==> config.mk <==
export PLATFORM = sky130hd
export DESIGN_NAME = ssr_host
export DESIGN_NICKNAME = d
export VERILOG_FILES = /design/src/ssr_pkg.sv /design/src/ssr_timer.sv /design/src/ssr_host.sv
export SDC_FILE = /design/constraint.sdc
export NUM_CORES = 1
export LEC_CHECK = 0
export BUFFER_PORTS_ARGS = -buffer_cell sky130_fd_sc_hd__buf_2
export CAP_MARGIN = 0
export CORE_MARGIN = 2
export CORE_UTILIZATION = 23
export CTS_BUF_LIST = sky130_fd_sc_hd__clkbuf_8
export DETAILED_ROUTE_END_ITERATION = 12
export PLACE_DENSITY = 0.37
export SLEW_MARGIN = 0
export SYNTH_ARGS = -nofsm -noshare
export SYNTH_HDL_FRONTEND = slang
export SYNTH_HIERARCHICAL = 1
export SYNTH_SLANG_ARGS = --single-unit
==> constraint.sdc <==
create_clock -name CLK_SYS -period 3.5 [get_ports CLK_SYS]
set_clock_uncertainty 0.1 [all_clocks]
set_input_delay 0.175 -clock CLK_SYS [delete_from_list [all_inputs] [get_ports CLK_SYS]]
set_output_delay 0.175 -clock CLK_SYS [all_outputs]
set_load 0.02 [all_outputs]
==> src/ssr_pkg.sv <==
// Constants and types for the shadowed SRAM save/restore host controller
// Functional notes
// - Host holds chip select and write enable low together at least 100ns.
// - Host keeps a strobe high until address valid; address held through write.
// - Host times write data to the first rising strobe edge.
// - Host starts a save with a low pulse of at least 100ns.
// - Host issues no access during 10ms after a save request.
// - Host starts a restore with a low pulse of at least 450ns.
package ssr_pkg;
  localparam int CLK_PERIOD_PS   = 25000;
  localparam int T_WR_PULSE_NS   = 100;
  localparam int T_ADDR_SETUP_NS = 300;
  localparam int T_ACC_ADDR_NS   = 300;
  localparam int T_ACC_CS_NS     = 200;
  localparam int T_SAVE_PULSE_NS = 100;
  localparam int T_SAVE_MS       = 10;
  localparam int T_REST_PULSE_NS = 450;
  localparam int T_REST_READ_NS  = 750;
  // Least times round up to whole cycles
  localparam int WR_CYC      = (T_WR_PULSE_NS * 1000 + CLK_PERIOD_PS - 1) / CLK_PERIOD_PS;
  localparam int ACC_CYC     = (T_ACC_ADDR_NS * 1000 + CLK_PERIOD_PS - 1) / CLK_PERIOD_PS;
  localparam int ACC_CS_CYC  = (T_ACC_CS_NS * 1000 + CLK_PERIOD_PS - 1) / CLK_PERIOD_PS;
  localparam int SETUP_CYC   = 1;
  localparam int HOLD_CYC    = 1;
  localparam int SAVE_P_CYC  = (T_SAVE_PULSE_NS * 1000 + CLK_PERIOD_PS - 1) / CLK_PERIOD_PS;
  localparam int REST_P_CYC  = (T_REST_PULSE_NS * 1000 + CLK_PERIOD_PS - 1) / CLK_PERIOD_PS;
  localparam int REST_R_CYC  = (T_REST_READ_NS * 1000 + CLK_PERIOD_PS - 1) / CLK_PERIOD_PS;
  // Save wait in ns over period in ns, so the product stays within 32 bits
  localparam int SAVE_CYC    = (T_SAVE_MS * 1000000) / (CLK_PERIOD_PS / 1000);
  localparam int CNT_W       = 20;
  localparam int ADDR_W_DEF  = 8;
  localparam int DATA_W_DEF  = 4;
  localparam logic [1:0] CMD_READ    = 2'h0;
  localparam logic [1:0] CMD_WRITE   = 2'h1;
  localparam logic [1:0] CMD_SAVE    = 2'h2;
  localparam logic [1:0] CMD_RESTORE = 2'h3;
  typedef enum logic [2:0] {
    SSR_IDLE, SSR_SETUP, SSR_STROBE, SSR_HOLD, SSR_SAVE_P, SSR_SAVE_W, SSR_REST_P, SSR_REST_W
  } ssr_state_t;
endpackage

==> src/ssr_timer.sv <==
// Down counter that times pulses and waits for the host sequencer
`timescale 1ns/1ps
module ssr_timer
  import ssr_pkg::*;
#(
  parameter int W = CNT_W
) (
  // Clock and reset
  input  wire logic         CLK_SYS,
  input  wire logic         ARST_N,
  // Load and status
  input  wire logic         load,
  input  wire logic [W-1:0] value,
  output logic              done
);
  logic [W-1:0] count;

  // Load wins; otherwise count down to zero
  always_ff @(posedge CLK_SYS or negedge ARST_N) begin
    if (!ARST_N) begin
      count <= '0;
    end else if (load) begin
      count <= value;
    end else if (count != '0) begin
      count <= count - 1'b1;
    end
  end

  // Done reads the count only, since the sequencer loads on done
  assign done = (count == '0);
endmodule // ssr_timer

==> src/ssr_host.sv <==
// Host sequencer driving the shadowed SRAM pins for read, write, save, restore
`timescale 1ns/1ps
module ssr_host
  import ssr_pkg::*;
#(
  parameter int ADDR_W   = ADDR_W_DEF,
  parameter int DATA_W   = DATA_W_DEF,
  parameter int SAVE_WAIT = SAVE_CYC
) (
  // Clock and reset
  input  wire logic              CLK_SYS,
  input  wire logic              ARST_N,
  // User command port
  input  wire logic              CMD_VALID,
  input  wire logic [1:0]        CMD_OP,
  input  wire logic [ADDR_W-1:0] CMD_ADDR,
  input  wire logic [DATA_W-1:0] CMD_WDATA,
  output logic                   CMD_READY,
  output logic                   RSP_VALID,
  output logic [DATA_W-1:0]      RSP_RDATA,
  output logic                   BUSY_SAVE,
  // Memory pins
  output logic [ADDR_W-1:0]      MEM_ADDR,
  output logic                   MEM_CS_N,
  output logic                   MEM_WE_N,
  output logic                   MEM_SAVE_N,
  output logic                   MEM_REST_N,
  output logic [DATA_W-1:0]      MEM_DQ_O,
  output logic                   MEM_DQ_OE,
  input  wire logic [DATA_W-1:0] MEM_DQ_I
);
  ssr_state_t        state;
  logic [1:0]        op;
  logic              tmr_load;
  logic [CNT_W-1:0]  tmr_value;
  logic              tmr_done;

  // Converts a cycle count to the timer width
  function automatic logic [CNT_W-1:0] cyc(input int n);
    cyc = CNT_W'(n);
  endfunction

  // True in the cycles that keep the strobe pair low
  function automatic logic in_window(input ssr_state_t s, input logic done);
    in_window = ((s == SSR_SETUP) && done) || ((s == SSR_STROBE) && !done);
  endfunction

  // True when the idle sequencer takes a command of the given kind
  function automatic logic takes(input ssr_state_t s, input logic valid,
                                 input logic [1:0] cur, input logic [1:0] want);
    takes = (s == SSR_IDLE) && valid && (cur == want);
  endfunction

  ssr_timer #(.W(CNT_W)) u_timer (
    .CLK_SYS (CLK_SYS),
    .ARST_N  (ARST_N),
    .load    (tmr_load),
    .value   (tmr_value),
    .done    (tmr_done)
  );

  assign CMD_READY = (state == SSR_IDLE);
  assign BUSY_SAVE = (state == SSR_SAVE_P) || (state == SSR_SAVE_W);

  // Timer loads on each state entry except the return to idle
  always_comb begin
    tmr_load  = 1'b0;
    tmr_value = '0;
    case (state)
      SSR_IDLE: begin
        if (CMD_VALID) begin
          tmr_load = 1'b1;
          case (CMD_OP)
            CMD_SAVE:    tmr_value = cyc(SAVE_P_CYC);
            CMD_RESTORE: tmr_value = cyc(REST_P_CYC);
            default:     tmr_value = cyc(SETUP_CYC);
          endcase
        end
      end
      SSR_SETUP: begin
        if (tmr_done) begin
          tmr_load = 1'b1;
          // Read waits worst access, the longer of the address and select figures
          if (op == CMD_READ) begin
            tmr_value = cyc((ACC_CYC > ACC_CS_CYC) ? ACC_CYC : ACC_CS_CYC);
          end else begin
            tmr_value = cyc(WR_CYC);
          end
        end
      end
      SSR_STROBE: begin
        if (tmr_done) begin
          tmr_load  = 1'b1;
          tmr_value = cyc(HOLD_CYC);
        end
      end
      SSR_SAVE_P: begin
        if (tmr_done) begin
          tmr_load  = 1'b1;
          tmr_value = cyc(SAVE_WAIT - SAVE_P_CYC);
        end
      end
      SSR_REST_P: begin
        if (tmr_done) begin
          tmr_load  = 1'b1;
          tmr_value = cyc(REST_R_CYC);
        end
      end
      default: begin
        tmr_load  = 1'b0;
        tmr_value = '0;
      end
    endcase
  end

  // Sequencer; one operation at a time so save and restore never overlap
  always_ff @(posedge CLK_SYS or negedge ARST_N) begin
    if (!ARST_N) begin
      state <= SSR_IDLE;
      op    <= CMD_READ;
    end else begin
      case (state)
        SSR_IDLE: begin
          if (CMD_VALID) begin
            op <= CMD_OP;
            case (CMD_OP)
              CMD_SAVE:    state <= SSR_SAVE_P;
              CMD_RESTORE: state <= SSR_REST_P;
              default:     state <= SSR_SETUP;
            endcase
          end
        end
        SSR_SETUP:  if (tmr_done) state <= SSR_STROBE;
        SSR_STROBE: if (tmr_done) state <= SSR_HOLD;
        SSR_HOLD:   if (tmr_done) state <= SSR_IDLE;
        SSR_SAVE_P: if (tmr_done) state <= SSR_SAVE_W;
        SSR_SAVE_W: if (tmr_done) state <= SSR_IDLE;
        SSR_REST_P: if (tmr_done) state <= SSR_REST_W;
        SSR_REST_W: if (tmr_done) state <= SSR_IDLE;
        default:    state <= SSR_IDLE;
      endcase
    end
  end

  // Address latched as a command is taken, held through hold
  always_ff @(posedge CLK_SYS or negedge ARST_N) begin
    if (!ARST_N) begin
      MEM_ADDR <= '0;
    end else if (state == SSR_IDLE && CMD_VALID) begin
      MEM_ADDR <= CMD_ADDR;
    end
  end

  // Write data latched with the address
  always_ff @(posedge CLK_SYS or negedge ARST_N) begin
    if (!ARST_N) begin
      MEM_DQ_O <= '0;
    end else if (state == SSR_IDLE && CMD_VALID) begin
      MEM_DQ_O <= CMD_WDATA;
    end
  end

  // Chip select low for the strobe window of reads and writes
  always_ff @(posedge CLK_SYS or negedge ARST_N) begin
    if (!ARST_N) begin
      MEM_CS_N <= 1'b1;
    end else begin
      MEM_CS_N <= !in_window(state, tmr_done);
    end
  end

  // Write enable shares the window, so both rise at one edge
  always_ff @(posedge CLK_SYS or negedge ARST_N) begin
    if (!ARST_N) begin
      MEM_WE_N <= 1'b1;
    end else begin
      MEM_WE_N <= !((op == CMD_WRITE) && in_window(state, tmr_done));
    end
  end

  // Data driven from take until one cycle after the strobes rise
  always_ff @(posedge CLK_SYS or negedge ARST_N) begin
    if (!ARST_N) begin
      MEM_DQ_OE <= 1'b0;
    end else begin
      MEM_DQ_OE <= takes(state, CMD_VALID, CMD_OP, CMD_WRITE) ||
                   ((op == CMD_WRITE) && ((state == SSR_SETUP) || (state == SSR_STROBE)));
    end
  end

  // Save pulse from take until its timer runs out
  always_ff @(posedge CLK_SYS or negedge ARST_N) begin
    if (!ARST_N) begin
      MEM_SAVE_N <= 1'b1;
    end else begin
      MEM_SAVE_N <= !(takes(state, CMD_VALID, CMD_OP, CMD_SAVE) || ((state == SSR_SAVE_P) && !tmr_done));
    end
  end

  // Restore pulse from take until its timer runs out
  always_ff @(posedge CLK_SYS or negedge ARST_N) begin
    if (!ARST_N) begin
      MEM_REST_N <= 1'b1;
    end else begin
      MEM_REST_N <= !(takes(state, CMD_VALID, CMD_OP, CMD_RESTORE) || ((state == SSR_REST_P) && !tmr_done));
    end
  end

  // Response strobe for one cycle as the strobes rise
  always_ff @(posedge CLK_SYS or negedge ARST_N) begin
    if (!ARST_N) begin
      RSP_VALID <= 1'b0;
    end else begin
      RSP_VALID <= (state == SSR_STROBE) && tmr_done;
    end
  end

  // Read data sampled while chip select is still low
  always_ff @(posedge CLK_SYS or negedge ARST_N) begin
    if (!ARST_N) begin
      RSP_RDATA <= '0;
    end else if ((state == SSR_STROBE) && tmr_done && (op == CMD_READ)) begin
      RSP_RDATA <= MEM_DQ_I;
    end
  end
endmodule // ssr_host

==> flow_summary.yaml <==
run_status:
  outcome: "complete, no violations"
die:
  rows: 37
  dieArea_um2: 11400
  start_util: 0.236
  die_h_um: 107
  design.core.area_um2: 10300
  num_io_pins: 45
  die_w_um: 107
synth:
  synth_flop_cell: "dfrtp_1"
  synth_area_um2: 2440
  ys_types: 49
  async_reset_ff_frac: 1.00
  ys_seq_elements: 47
  synth_edf_count: 0
  synth_warnings: 6
  avgSynthCellArea_um2: 11.0
  ys_seq_area_frac: 0.484
  synthCells: 222
finish:
  fillers: 1092
  syn_to_final_growth_pct: 28.3
  layout_commonest_cell: "buf_2"
  stdcell_count: 426
  seq_area_um2: 1180
  antenna_cells: 0
  design_area_um2: 3130
  drive_gt1_frac: 0.341
  nets: 312
  multi_input_area_um2: 1190
  layout_common_cells: "buf_2 (44), dfrtp_1 (43), nand2_1 (24)"
timing:
  finalSetupTns_ns: 0
  fin_crit_ns: 2.73
  fmax_ghz: 0.366
  rsz0062_at_grt: "no"
  slew_violations: 0
  finalCritPeriodShare: 0.780
  finalSetupViolations: 0
  hold_viol: 0
clock_network:
  cts_tree: "built"
  htree_levels: 2
  post_cts_buffers: 0
  clock-sinks: 47
  root_buffer: "clkbuf_8"
  worstSkewPairLatency_ns: 0.30
  cts_max_path_buffers: 2
  clk_pin_slew_ns: 0.09
  postCtsHoldBufs: 17
  ctsResizeCount: 0
  numCtsBuffers: 5
worst_setup_path:
  path_buf_inv: 0
  startpoint_type: "flop"
  cp.arrival_ns: 2.83
  cp-end-kind: "flop"
  r2r-start: "u_timer/count[17]$_DFFE_PN0P_"
  path_max_fanout: 4
  cp_cell_sequence: "or3_1, or4_4, nor2_8, nand3b_1, or4_1, mux2_4"
  critPathRequiredTime_ns: 3.60
  cp-startpoint: "u_timer/count[17]$_DFFE_PN0P_"
  critPathTopFamily: "simple AND/OR/NAND/NOR gates"
  cpMaxStageDelayCell: "or4_1"
  cpPeakStageDelay_ns: 0.59
  crit_type: "reg -> reg"
routing:
  drt_wl_total_mm: 5.53
  antenna_left: 0
  dr.first_iter.drc_count: 56
  dr_total_vias: 1860
  avgViaCountPerCell: 4.37
  wl_per_cell_um: 13.0
  drc: 0
  drt-pass1-iter-count: 4
global_routing:
  grt_util_all_layers: 0.104
  grt_max_degree: 31
  grt_first_pass_wirelength_mm: 9.47
  grt_overflow_total: 0
  grt_pass1_vias: 1922
  antenna_found_initial: 0
power_and_ir_drop:
  power_density_nw_per_um2: 344
  vdd_drop_max_v: 0.000141
  leakage_nw: 1.31
run:
  drv_cap: 0
placed_design:
  portBuffers: 44
  hpwl_mm: 3.92
  place_area_um2: 2820
  dp.cells: 401
  gp_congestion: 0.708
hold_path:
  hold_path.class: "in -> reg"
  worstHoldStart: "CMD_OP[1]"
[cells by family after synthesis]
| group | Yosys count | share of synthesized area |
|---|---|---|
| AOI/OAI and AO/OA | 42 | 0.125 |
| xor gates and xnor gates | 18 | 0.0646 |
| adders and majority gates | 2 | 0.0103 |
| buffers and inverters | 18 | 0.0369 |
| DFF | 47 | 0.484 |
| muxes | 22 | 0.107 |
| other | 1 | 0.00154 |
| and+or+nand+nor | 72 | 0.170 |
[layer usage]
metal  part of all wire  GRT usage
met5                  0          0
met4              0.014     0.0362
met3              0.022     0.0164
met2               0.49      0.172
met1               0.48      0.139
[worst register-to-register path: stages (launching register included)]
cell	delay [ns]
dfrtp_1	0.41
or3_1	0.40
or4_4	0.55
nor2_8	0.11
nand3b_1	0.13
or4_1	0.59
mux2_4	0.35
[path summary, 6_finish.rpt]
path	endpoint	slack (ns)	cells after the start
worst max register to register	RSP_RDATA[3]$_DFFE_PN0P_	0.77	6
max in group asynchronous	MEM_WE_N$_DFF_PN1_	2.28	3
worst min register to register	MEM_ADDR[6]$_DFFE_PN0P_	0.41	1
worst max-delay path	RSP_RDATA[3]$_DFFE_PN0P_	0.77	6
worst min-delay path	MEM_SAVE_N$_DFF_PN1_	0.04	2
min in group asynchronous	u_timer/count[11]$_DFFE_PN0P_	0.23	2
[registers in the layout, indices dropped and copies added (netlist names)]
name and count:
MEM_CS_N 1, RSP_RDATA 4, MEM_SAVE_N 1, MEM_ADDR 8
RSP_VALID 1, op 2, u_timer/count 20, MEM_REST_N 1
MEM_DQ_OE 1, MEM_WE_N 1, state 3, MEM_DQ_O 4
[report_power, final]
group	internal, W	switching, W
clock network	0.000285	0.000195
logic	0.0000259	0.0000243
registers	0.000545	0.00000120
[area by class of cell]
cell class                 count  area share
tap                          136      0.0544
clock inverter                 3      0.0216
timing repair buffer          66       0.137
inverter                       5     0.00600
sequential                    47       0.378
multi-input combinational    164       0.382
clock buffer                   5      0.0220
[cells in the mapped netlist, types with 2 or more instances]
master | instances | area share
mux2_2 | 17 | 0.079
o31ai_1 | 6 | 0.018
o21a_1 | 2 | 0.0062
o21ai_1 | 3 | 0.0062
xor2_1 | 7 | 0.025
nor4_1 | 4 | 0.010
a211oi_1 | 3 | 0.0092
ha_1 | 2 | 0.010
nand2b_1 | 4 | 0.010
nand3_1 | 3 | 0.0062
clkbuf_1 | 7 | 0.011
or4_1 | 3 | 0.0092
o21ai_0 | 7 | 0.014
buf_2 | 3 | 0.0062
nand2_1 | 24 | 0.037
xnor2_1 | 11 | 0.040
nor3_1 | 7 | 0.014
or3_1 | 3 | 0.0077
dfstp_2 | 4 | 0.043
o21ai_2 | 9 | 0.032
buf_6 | 2 | 0.0092
or4_4 | 2 | 0.0092
a21oi_1 | 2 | 0.0041
nor3b_1 | 2 | 0.0062
nor2b_1 | 3 | 0.0077
inv_1 | 5 | 0.0077
mux2_4 | 4 | 0.025
dfrtp_1 | 43 | 0.44
a21o_1 | 4 | 0.012
nor2_1 | 7 | 0.011
[through the flow]
| step | setup slack [ns] | total power [W] | hold slack, ns | utilization |
|---|---|---|---|---|
| floorplan | 0.685 | 0.000566 | -0.221 | - |
| global placement | 0.815 | 0.000594 | 0.0485 | 0.273 |
| detailed placement | 0.751 | 0.000594 | 0.0476 | 0.273 |
| CTS | 0.744 | 0.00110 | 0.0266 | 0.303 |
| global route | 0.641 | 0.00113 | 0.0551 | 0.303 |
| finish | 0.768 | 0.00108 | 0.0423 | 0.303 |
No activity file was read; power rests on OpenSTA's default activity.
